**src/core/clft_pkg.sv**
```systemverilog
// Purpose: shared constants and types of the current-limit fault timer
// Assumes: 100 MHz SYS_CLK, 1 ms timer tick
// Notes:   offsets are byte addresses on APB; one register per word
package clft_pkg;

    // clock and tick timing
    localparam int CLK_PERIOD_NS  = 10;
    localparam int TICK_PERIOD_NS = 1000000;
    localparam int TICK_CYCLES    = TICK_PERIOD_NS / CLK_PERIOD_NS;

    // durations in ms, converted to ticks below (rounded down)
    localparam int LIM_NOM_MS   = 60;
    localparam int LIM_SEL0_MS  = 60;
    localparam int LIM_SEL1_MS  = 15;
    localparam int LIM_SEL2_MS  = 12;
    localparam int LIM_SEL3_MS  = 10;
    localparam int START_SEL0_MS = 60;
    localparam int START_SEL1_MS = 30;
    localparam int START_SEL2_MS = 120;
    localparam int START_SEL3_MS = 15;
    localparam int OVL_MS       = 60;
    localparam int COOL_TIME_MS = 1000;
    localparam int DEC_RATIO    = 16;
    localparam int DEC_W        = 4;

    typedef logic [9:0] clft_ticks_t;

    function automatic clft_ticks_t ms_to_ticks(input int ms);
        return clft_ticks_t'((ms * 1000000) / TICK_PERIOD_NS);
    endfunction

    localparam clft_ticks_t LIM_NOM_TICKS = ms_to_ticks(LIM_NOM_MS);
    localparam clft_ticks_t OVL_TICKS     = ms_to_ticks(OVL_MS);
    localparam clft_ticks_t COOL_TICKS    = ms_to_ticks(COOL_TIME_MS);

    function automatic clft_ticks_t lim_ticks(input logic [1:0] sel);
        case (sel)
            2'h0:    return ms_to_ticks(LIM_SEL0_MS);
            2'h1:    return ms_to_ticks(LIM_SEL1_MS);
            2'h2:    return ms_to_ticks(LIM_SEL2_MS);
            default: return ms_to_ticks(LIM_SEL3_MS);
        endcase
    endfunction

    function automatic clft_ticks_t start_ticks(input logic [1:0] sel);
        case (sel)
            2'h0:    return ms_to_ticks(START_SEL0_MS);
            2'h1:    return ms_to_ticks(START_SEL1_MS);
            2'h2:    return ms_to_ticks(START_SEL2_MS);
            default: return ms_to_ticks(START_SEL3_MS);
        endcase
    endfunction

    // register map
    localparam logic [7:0] REG_TIMING = 8'h00;
    localparam logic [7:0] REG_STATUS = 8'h04;
    localparam logic [7:0] REG_CLEAR  = 8'h08;
    localparam logic [7:0] REG_ENABLE = 8'h0C;
    localparam logic [7:0] REG_STATE  = 8'h10;

    localparam int         LIM_LSB    = 6;
    localparam int         START_LSB  = 4;
    localparam logic [7:0] TIMING_RST = 8'h00;

    typedef enum logic [1:0] {
        MODE_OFF      = 2'b00,
        MODE_MANUAL   = 2'b01,
        MODE_SEMIAUTO = 2'b10,
        MODE_AUTO     = 2'b11
    } clft_mode_e;

    typedef enum logic [1:0] {
        ST_OFF   = 2'b00,
        ST_START = 2'b01,
        ST_RUN   = 2'b10,
        ST_COOL  = 2'b11
    } clft_state_e;

endpackage

```
**src/core/clft_cnt_if.sv**
```systemverilog
// Purpose: control and result of one fault counter
// Assumes: single SYS_CLK domain
// Notes:   expire is a one-cycle pulse
`timescale 1ns/1ns
`default_nettype none
interface clft_cnt_if;
    logic                 tick;
    logic                 clear;
    logic                 run;
    logic                 over;
    clft_pkg::clft_ticks_t limit;
    logic                 expire;

    modport ctl (output tick, output clear, output run, output over,
                 output limit, input expire);
    modport cnt (input tick, input clear, input run, input over,
                 input limit, output expire);
endinterface
`default_nettype wire

```
**src/core/clft_tick.sv**
```systemverilog
// Purpose: divider making the one-cycle timer tick enable
// Assumes: DIV of at least 2
// Notes:   free running from reset release
`timescale 1ns/1ns
`default_nettype none
module clft_tick #(
    parameter int DIV = clft_pkg::TICK_CYCLES
) (
    // clock and reset
    input  wire logic clk,
    input  wire logic srst,
    // tick out
    output logic      tick
);
    localparam int W = $clog2(DIV);

    logic [W-1:0] cnt;
    wire          last = (cnt == W'(DIV - 1));

    if (DIV < 2) begin : g_bad_div
        $error("clft_tick: DIV below 2");
    end

    always_ff @(posedge clk) begin
        if (srst) begin
            cnt  <= '0;
            tick <= 1'b0;
        end else begin
            cnt  <= last ? '0 : W'(cnt + 1'b1);
            tick <= last;
        end
    end
endmodule // clft_tick
`default_nettype wire

```
**src/core/clft_fault_cnt.sv**
```systemverilog
// Purpose: up/down fault time counter with time-out pulse
// Assumes: tick is a one-cycle enable
// Notes:   serves both current-limit and overload timing
`timescale 1ns/1ns
`default_nettype none
module clft_fault_cnt (
    // clock and reset
    input  wire logic  clk,
    input  wire logic  srst,
    // counter control
    clft_cnt_if.cnt    c
);
    clft_pkg::clft_ticks_t          cnt;
    logic [clft_pkg::DEC_W-1:0]     pre;

    wire clft_pkg::clft_ticks_t next_up = clft_pkg::clft_ticks_t'(cnt + 1'b1);
    wire hit     = (next_up >= c.limit);
    wire pre_end = (pre == clft_pkg::DEC_W'(clft_pkg::DEC_RATIO - 1));
    wire step    = c.tick & c.run;

    always_ff @(posedge clk) begin
        if (srst || c.clear) begin
            cnt      <= '0;
            pre      <= '0;
            c.expire <= 1'b0;
        end else begin
            c.expire <= step & c.over & hit;
            if (step && c.over) begin
                cnt <= hit ? '0 : next_up;
            end else if (step) begin
                // down at one sixteenth of the up rate
                pre <= clft_pkg::DEC_W'(pre + 1'b1); // RULE_05
                if (pre_end && cnt != '0) begin // RULE_06
                    cnt <= clft_pkg::clft_ticks_t'(cnt - 1'b1); // RULE_05
                end
            end
        end
    end
endmodule // clft_fault_cnt
`default_nettype wire

```
**src/core/clft_top.sv**
```systemverilog
// Purpose: per-channel current-limit, start-up and overload fault timing
// Assumes: channel inputs synchronous to SYS_CLK; commands are pulses
// Notes:   APB4 slave, one wait state on every access
`timescale 1ns/1ns
`default_nettype none

// Summary of operation
// RULE_01 - foldback bit clear: fixed nominal 60 ms
// RULE_02 - foldback bit set: time-out from bits 7:6
// RULE_03 - count up after window, while clamping
// RULE_04 - time-out: switch off, 1 s cool-down
// RULE_05 - below limit: count down at 1/16 rate
// RULE_06 - counter never goes below zero
// RULE_07 - off, reset, disconnect, shutdown clear counter
// RULE_08 - limit field rewrite restarts the timer
// RULE_09 - semiauto cool-down end restarts detection
// RULE_10 - reset, off or manual cancel cool-down
// RULE_11 - window field bits 5:4, RW, resets zero
// RULE_12 - inrush clamp at window end: off, cool-down
// RULE_13 - overload timer runs despite cut disable
// RULE_14 - independent timers for every channel
module clft_top #(
    parameter int NCH         = 4,
    parameter int TICK_CYCLES = clft_pkg::TICK_CYCLES
) (
    // clock and reset
    input  wire logic             SYS_CLK,
    input  wire logic             SRST,
    // apb slave
    input  wire logic             PSEL,
    input  wire logic             PENABLE,
    input  wire logic             PWRITE,
    input  wire logic [7:0]       PADDR,
    input  wire logic [31:0]      PWDATA,
    input  wire logic [3:0]       PSTRB,
    output logic                  PREADY,
    output logic [31:0]           PRDATA,
    output logic                  PSLVERR,
    output logic                  IRQ,
    // channel conditions
    input  wire logic [NCH-1:0]   CHAN_ON,
    input  wire logic [NCH-1:0]   OUTPUT_CURRENT_CLAMP,
    input  wire logic [NCH-1:0]   INRUSH_CLAMP,
    input  wire logic [NCH-1:0]   OVERLOAD_POWER_CUT,
    // commands and events
    input  wire logic [NCH-1:0]   PWR_OFF_CMD,
    input  wire logic [NCH-1:0]   RESET_CMD,
    input  wire logic [NCH-1:0]   DC_DISCONNECT,
    input  wire logic             FAST_PORT_SHUTDOWN_IN,
    // configuration from other registers
    input  wire logic [2*NCH-1:0] MODE,
    input  wire logic [NCH-1:0]   DETECT_EN,
    input  wire logic [NCH-1:0]   DOUBLE_FOLDBACK_EN,
    input  wire logic [NCH-1:0]   OVERLOAD_CUT_DISABLE,
    // channel actions
    output logic [NCH-1:0]        CHAN_OFF_REQ,
    output logic [NCH-1:0]        COOL_ACTIVE,
    output logic [NCH-1:0]        DETECT_RESTART
);
    // status packs four fields of NCH bits into one word
    if (NCH < 1 || NCH > 8) begin : g_bad_nch
        $error("clft_top: NCH must be 1 to 8");
    end

    ////////////////////////////////////////////////////////////////////////
    // apb decode

    logic [7:0]  timing;
    logic [31:0] status;
    logic [31:0] enable;
    logic        pready;

    wire acc       = PSEL & PENABLE;
    wire first     = acc & ~pready;
    wire done      = acc & pready;
    wire hit_tim   = (PADDR == clft_pkg::REG_TIMING);
    wire hit_stat  = (PADDR == clft_pkg::REG_STATUS);
    wire hit_clr   = (PADDR == clft_pkg::REG_CLEAR);
    wire hit_en    = (PADDR == clft_pkg::REG_ENABLE);
    wire hit_state = (PADDR == clft_pkg::REG_STATE);
    wire mapped    = hit_tim | hit_stat | hit_clr | hit_en | hit_state;
    wire wr        = done & PWRITE & mapped;

    wire [31:0] wmask = {{8{PSTRB[3]}}, {8{PSTRB[2]}},
                         {8{PSTRB[1]}}, {8{PSTRB[0]}}};
    wire        wr_tim = wr & hit_tim & PSTRB[0];
    wire [31:0] clr_mask = (wr && hit_clr) ? (PWDATA & wmask) : 32'h0;

    wire [1:0] lim_sel   = timing[clft_pkg::LIM_LSB +: 2];
    wire [1:0] start_sel = timing[clft_pkg::START_LSB +: 2];

    // a rewrite of the same value keeps timers running
    wire lim_changed =
        wr_tim && (PWDATA[clft_pkg::LIM_LSB +: 2] != lim_sel); // RULE_08

    ////////////////////////////////////////////////////////////////////////
    // timer tick

    logic tick;

    clft_tick #(
        .DIV (TICK_CYCLES)
    ) u_tick (
        .clk  (SYS_CLK),
        .srst (SRST),
        .tick (tick)
    );

    wire clft_pkg::clft_ticks_t start_lim =
        clft_pkg::start_ticks(start_sel);
    wire clft_pkg::clft_ticks_t sel_lim = clft_pkg::lim_ticks(lim_sel);

    ////////////////////////////////////////////////////////////////////////
    // per-channel sequencing

    wire [NCH-1:0] ev_lim;
    wire [NCH-1:0] ev_start;
    wire [NCH-1:0] ev_ovl;
    wire [NCH-1:0] ev_cool;
    wire [NCH-1:0] in_run;
    wire [NCH-1:0] next_off;
    wire [NCH-1:0] next_cool;
    wire [NCH-1:0] next_det;

    // one copy each of counters and state; only the tick and the timing selects are shared
    for (genvar i = 0; i < NCH; i++) begin : g_ch // RULE_14
        clft_cnt_if lim_if ();
        clft_cnt_if ovl_if ();

        clft_pkg::clft_state_e state;
        clft_pkg::clft_state_e next_state;
        clft_pkg::clft_ticks_t win;

        wire [1:0] mode    = MODE[2*i +: 2];
        wire       off_evt = PWR_OFF_CMD[i] | RESET_CMD[i] |
                             DC_DISCONNECT[i] | FAST_PORT_SHUTDOWN_IN;
        wire       cancel  = RESET_CMD[i] |
                             (mode == clft_pkg::MODE_OFF) |
                             (mode == clft_pkg::MODE_MANUAL); // RULE_10
        wire       is_run  = (state == clft_pkg::ST_RUN);
        wire       is_cool = (state == clft_pkg::ST_COOL);

        wire clft_pkg::clft_ticks_t win_lim =
            is_cool ? clft_pkg::COOL_TICKS : start_lim;
        wire clft_pkg::clft_ticks_t win_next =
            clft_pkg::clft_ticks_t'(win + 1'b1);
        wire win_done = tick & (win_next >= win_lim);

        wire start_trip = (state == clft_pkg::ST_START) & win_done &
                          INRUSH_CLAMP[i]; // RULE_12
        wire lim_trip = is_run & lim_if.expire;
        wire ovl_trip = is_run & ovl_if.expire; // RULE_13
        // cut disabled: flag only, channel stays on
        wire ovl_off  = ovl_trip & ~OVERLOAD_CUT_DISABLE[i]; // RULE_13
        wire cool_end = is_cool & win_done & ~cancel;

        assign lim_if.tick  = tick;
        // leaving run covers every turn-off event
        assign lim_if.clear = ~is_run | lim_changed; // RULE_07 RULE_08
        assign lim_if.run   = is_run; // RULE_03
        assign lim_if.over  = OUTPUT_CURRENT_CLAMP[i]; // RULE_03
        assign lim_if.limit = DOUBLE_FOLDBACK_EN[i] ? sel_lim // RULE_02
                                                    : clft_pkg::LIM_NOM_TICKS;
                                                    // RULE_01

        assign ovl_if.tick  = tick;
        assign ovl_if.clear = ~is_run;
        assign ovl_if.run   = is_run;
        assign ovl_if.over  = OVERLOAD_POWER_CUT[i];
        assign ovl_if.limit = clft_pkg::OVL_TICKS;

        clft_fault_cnt u_lim (
            .clk  (SYS_CLK),
            .srst (SRST),
            .c    (lim_if.cnt)
        );

        clft_fault_cnt u_ovl (
            .clk  (SYS_CLK),
            .srst (SRST),
            .c    (ovl_if.cnt)
        );

        always_comb begin
            next_state = state;
            case (state)
                clft_pkg::ST_OFF: begin
                    if (CHAN_ON[i] && !off_evt) begin
                        next_state = clft_pkg::ST_START;
                    end
                end
                clft_pkg::ST_START: begin
                    if (off_evt || !CHAN_ON[i]) begin
                        next_state = clft_pkg::ST_OFF;
                    end else if (start_trip) begin
                        next_state = clft_pkg::ST_COOL; // RULE_12
                    end else if (win_done) begin
                        next_state = clft_pkg::ST_RUN;
                    end
                end
                clft_pkg::ST_RUN: begin
                    if (lim_trip || ovl_off) begin
                        next_state = clft_pkg::ST_COOL; // RULE_04
                    end else if (off_evt || !CHAN_ON[i]) begin
                        next_state = clft_pkg::ST_OFF; // RULE_07
                    end
                end
                clft_pkg::ST_COOL: begin
                    // channel on is ignored until the count completes or cancel is set
                    if (cancel || win_done) begin // RULE_04 RULE_10
                        next_state = clft_pkg::ST_OFF;
                    end
                end
                default: next_state = clft_pkg::ST_OFF;
            endcase
        end

        always_ff @(posedge SYS_CLK) begin
            if (SRST) begin
                state <= clft_pkg::ST_OFF;
                win   <= '0;
            end else begin
                state <= next_state;
                if (next_state != state) begin
                    win <= '0;
                end else if (tick) begin
                    win <= win_next;
                end
            end
        end

        assign ev_lim[i]    = lim_trip;
        assign ev_start[i]  = start_trip;
        assign ev_ovl[i]    = ovl_trip;
        assign ev_cool[i]   = cool_end;
        assign in_run[i]    = is_run;
        assign next_off[i]  = start_trip | lim_trip | ovl_off; // RULE_04
        assign next_cool[i] = (next_state == clft_pkg::ST_COOL);
        assign next_det[i]  = cool_end & DETECT_EN[i] &
                              (mode == clft_pkg::MODE_SEMIAUTO); // RULE_09
    end

    ////////////////////////////////////////////////////////////////////////
    // registers and interrupt

    wire [31:0] events      = 32'({ev_cool, ev_ovl, ev_start, ev_lim});
    // a new event beats a clear in the same cycle
    wire [31:0] next_status = (status & ~clr_mask) | events;
    wire [31:0] state_word  = 32'({in_run, COOL_ACTIVE});
    wire [31:0] valid_bits  = 32'({(4*NCH){1'b1}});

    wire [31:0] rd_mux =
        hit_tim   ? {24'h000000, timing} :
        hit_stat  ? status :
        hit_en    ? enable :
        hit_state ? state_word :
                    32'h00000000;

    always_ff @(posedge SYS_CLK) begin
        if (SRST) begin
            pready  <= 1'b0;
            PRDATA  <= 32'h00000000;
            PSLVERR <= 1'b0;
        end else begin
            pready  <= first;
            PSLVERR <= first & ~mapped;
            if (first) begin
                PRDATA <= PWRITE ? 32'h00000000 : rd_mux;
            end
        end
    end

    always_ff @(posedge SYS_CLK) begin
        if (SRST) begin
            timing <= clft_pkg::TIMING_RST; // RULE_11
            enable <= 32'h00000000;
            status <= 32'h00000000;
            IRQ    <= 1'b0;
        end else begin
            if (wr_tim) begin
                timing <= PWDATA[7:0]; // RULE_11
            end
            if (wr && hit_en) begin
                enable <= ((enable & ~wmask) | (PWDATA & wmask)) & valid_bits;
            end
            status <= next_status;
            IRQ    <= |(next_status & enable);
        end
    end

    always_ff @(posedge SYS_CLK) begin
        if (SRST) begin
            CHAN_OFF_REQ   <= '0;
            COOL_ACTIVE    <= '0;
            DETECT_RESTART <= '0;
        end else begin
            CHAN_OFF_REQ   <= next_off;
            COOL_ACTIVE    <= next_cool;
            DETECT_RESTART <= next_det;
        end
    end

    assign PREADY = pready;

endmodule // clft_top
`default_nettype wire

```
**config.mk**
```make
export PLATFORM = sky130hd
export DESIGN_NAME = clft_top
export DESIGN_NICKNAME = d
export VERILOG_FILES = /design/src/core/clft_pkg.sv /design/src/core/clft_cnt_if.sv /design/src/core/clft_tick.sv /design/src/core/clft_fault_cnt.sv /design/src/core/clft_top.sv
export SDC_FILE = /design/constraint.sdc
export NUM_CORES = 1
export LEC_CHECK = 0
export ABC_AREA = 1
export BUFFER_PORTS_ARGS = -buffer_cell sky130_fd_sc_hd__buf_2
export CAP_MARGIN = 20
export CORE_UTILIZATION = 35
export DETAILED_ROUTE_END_ITERATION = 6
export PLACE_DENSITY_LB_ADDON = 0.05
export SYNTH_ARGS = -nofsm -noshare
export SYNTH_HDL_FRONTEND = slang
export SYNTH_SLANG_ARGS = --single-unit
export TNS_END_PERCENT = 30
```
**constraint.sdc**
```tcl
create_clock -name SYS_CLK -period 5.05 [get_ports SYS_CLK]
set_input_delay 0.505 -clock SYS_CLK [delete_from_list [all_inputs] [get_ports SYS_CLK]]
set_output_delay 0.505 -clock SYS_CLK [all_outputs]
set_load 0.05 [all_outputs]
```
==> metrics.yaml <==
p_clk_share_pct: 53.2
ys_async_sr_fraction_pct: 0
syn2layout_area_growth_pct: 15.3
cts_buffer_depth: 3
htree_levels: 2
dieArea_um2: 48900
slew_headroom_pct: 47.7
vias: 15897
finalWirelength_um: 47700
antenna_found_initial: 5
timing.rr.end: "g_ch[0].win[2]"
postPlaceCellArea_um2: 18100
post_synth.cell_area_avg_um2: 6.88
regToRegSetupSlack_ps: 1880
numCtsBuffers: 37
grt_max_degree: 58
combinationalPowerShare_pct: 2.4
synthCells: 2441
ys_types: 53
final-setup-viol-count: 0
dpl.cell_count: 3144
max_stage_delay_ps: 420
critical_path.cell_chain: "ha_1 -> nand3_1 -> nor3_1 -> nand2_1 -> xor2_1 -> ha_1 -> nand2_1 -> nor2_1 -> nand4_1 -> nand4_1 -> nand2_1 -> nand2_1 -> nand2_1 -> a21oi_1 -> nand2_1 -> nand3_2 -> nor2_1"
worst-path-buf-inv: 0
hold_buffers: 0
crit_required_ps: 5480
row_count: 79
design_area_um2: 19400
crit_top_cell: "nand2_1"
swShare_pct: 22.3
cp.depth: 17
synth_edf_count: 0
hold_viol_final: 0
critPathSlowestCell: "dfxtp_1"
first_iter_violations: 901
synth_commonest_cells: "nand2_1, nor2_1, inv_1"
overflow: 0
grt_pass1_vias: 14943
critPathTopFamily: "simple AND/OR/NAND/NOR gates"
hold_path_class: "primary input to flip-flop"
seq_power_share_pct: 44.4
fmaxAchievable_mhz: 315
internal_power_mw: 4.00
fin_tns_setup_ps: 0
fin_crit_ps: 3170
fin_util_pct: 41.2
cts_setup_buffers: 0
core_area_um2: 47000
p_leak_nw: 8.62
yosys-top-cells-area: "dfxtp_1, nand2_1, nor2_1"
yosysTopAreaCell: "dfxtp_1"
routedWlPerCell_um: 14.9
ys_seq_elements: 289
clock_latency_ps: 560
start_kind: "flip-flop"
pre_cts_slack_ps: 1930
fp.dieW_um: 221
r2r_cells: 17
r2r-start: "g_ch[0].win[0]"
drv_slew: 0
clock_sinks: 289
finish.net_count: 2767
pin_count: 145
fin_cells: 3211
die_h_um: 221
drcViolationCount: 0
grt_util_all_layers_pct: 19.3
p_switching_mw: 1.15
yosysMostFrequentCell: "nand2_1"
fin_crit_sh_pct: 62.8
tightestPinTransition_ps: 784
cts_tree: "done"
clk_pin_slew_worst_paths_ps: 60
root_buffer: "clkbuf_16"
dr.pass1.iters: 5
gp_congestion: 0.849
syn_nets: 2632
yosysSeqAreaShare_pct: 34.4
port_buffers: 144
critPathCapture: "g_ch[0].win[2]"
path_class: "flip-flop to flip-flop"
cap_violations: 0
grt_pass1_wl_um: 77400
ys.warnings.count: 0
synth_top_area_share_pct: 34.4
vias_per_cell: 4.95
critPathArrivalTime_ps: 3600
startpoint: "g_ch[0].win[0]"
p_per_area_nw_per_um2: 266
ir_worst_vdd_mv: 0.196
status: "completed"
ant_nets: 0
ys.flop_type: "dfxtp_1"
initial_core_util_pct: 35.8
final.setup.worst_slack_ps: 1880
drive_above_1_share_pct: 11.4
dp_hpwl_um: 35600
crit_fanout: 10
end_kind: "flip-flop"
syn_area_um2: 16800
cts_resized: 0
rsz0062_at_grt: "no"
skew_ps: 35.3
[layer usage]
layer,up-vias,GRT usage (%),routed length (um)
li1,8289,-,-
met1,7187,26.2,23100
met2,345,31.2,21200
met3,70,3.04,2280
met4,6,6.18,1110
met5,-,0,33
[placed cells by master, fill, tap and decap left out, types with 8 or more instances in the layout]
master,count
o21bai_1,8
a21oi_1,171
inv_1,299
xnor2_1,23
a211oi_1,10
nor4_1,19
ha_1,93
nand3b_1,9
nand4_1,51
dfxtp_1,288
a31o_2,10
nor2_4,9
clkbuf_8,8
a31oi_1,17
inv_2,20
o211ai_1,21
mux2i_1,10
buf_2,144
nor3_1,53
nor2_1,340
nand3_1,168
clkbuf_16,37
nor2_2,10
or2_2,17
nand2_1,465
o21ai_0,137
xor2_1,80
[through the flow]
stage                     hold slack, ps  power (mW)
after global placement               433        2.46
after global routing                99.7        5.33
after detailed placement             437        2.46
after CTS                           75.9        5.25
after floorplan                      418        2.39
final                                109        5.15
[layout make-up]
class | count | area [um^2]
Fill cell | 4978 | 27600
Multi-Input combinational cell | 1778 | 9580
Sequential cell | 289 | 5790
Inverter | 321 | 1210
Clock buffer | 52 | 1060
Tap cell | 607 | 759
Timing Repair Buffer | 149 | 758
Clock inverter | 14 | 200
Antenna cell | 1 | 2.50
[state kept, by name, summed over array words and instances, names as in the netlist, named ones only]
| register | cells |
|---|---|
| g_ch.u_lim.pre | 16 |
| COOL_ACTIVE | 4 |
| status | 32 |
| PRDATA | 32 |
| u_tick.tick | 1 |
| g_ch.u_lim.c.expire | 4 |
| IRQ | 1 |
| CHAN_OFF_REQ | 4 |
| g_ch.win | 40 |
| g_ch.u_ovl.pre | 16 |
| PREADY | 1 |
| g_ch.u_lim.cnt | 40 |
| u_tick.cnt | 17 |
| g_ch.u_ovl.cnt | 40 |
| timing | 8 |
| DETECT_RESTART | 4 |
| g_ch.state | 8 |
| g_ch.u_ovl.c.expire | 4 |
| PSLVERR | 1 |
[worst reg2reg max path: cells and delay by family (launching register included)]
kind                       cells  cell delay, ps
xor gates and xnor gates       1             170
adders and majority gates      2             490
and+or+nand+nor               13            1800
AOI/OAI and AO/OA              1             180
DFF                            1             420
[cell families (layout without fill, tap and decap cells)]
group                    count (synthesis)  count (layout)  share of synthesized area [%]
AND/OR/NAND/NOR                       1176            1176                           31.2
AO/OA/AOI/OAI                          396             396                           13.0
buffers and inverters                  374             536                           8.50
flip-flops                             289             289                           34.4
XOR/XNOR                               103             103                           5.37
adder cells (fa/ha/maj)                 93              93                           6.93
multiplexers                            10              10                          0.596
other                                    0               1                              0
[worst min path at each step]
stage | from | to | slack, ps | cells past startpoint
CTS | MODE[2] | DETECT_RESTART[1] | 80 | 2
global route | MODE[2] | DETECT_RESTART[1] | 100 | 2
detailed placement | timing[3] | timing[3] | 440 | 2
finish | MODE[2] | DETECT_RESTART[1] | 110 | 2
global placement | timing[0] | timing[0] | 430 | 2
floorplan | u_tick.cnt[0] | u_tick.cnt[0] | 420 | 1
[power by group through the flow]
stage | registers, mW | logic (mW) | clock network, mW
2_1_floorplan | 2.34 | 0.0511 | 0
3_3_place_gp | 2.34 | 0.123 | 0
4_1_cts | 2.28 | 0.125 | 2.84
3_5_place_dp | 2.34 | 0.124 | 0
5_1_grt | 2.28 | 0.136 | 2.91
6_report | 2.29 | 0.124 | 2.74
Note: power is estimated with default switching activity, not from simulation.
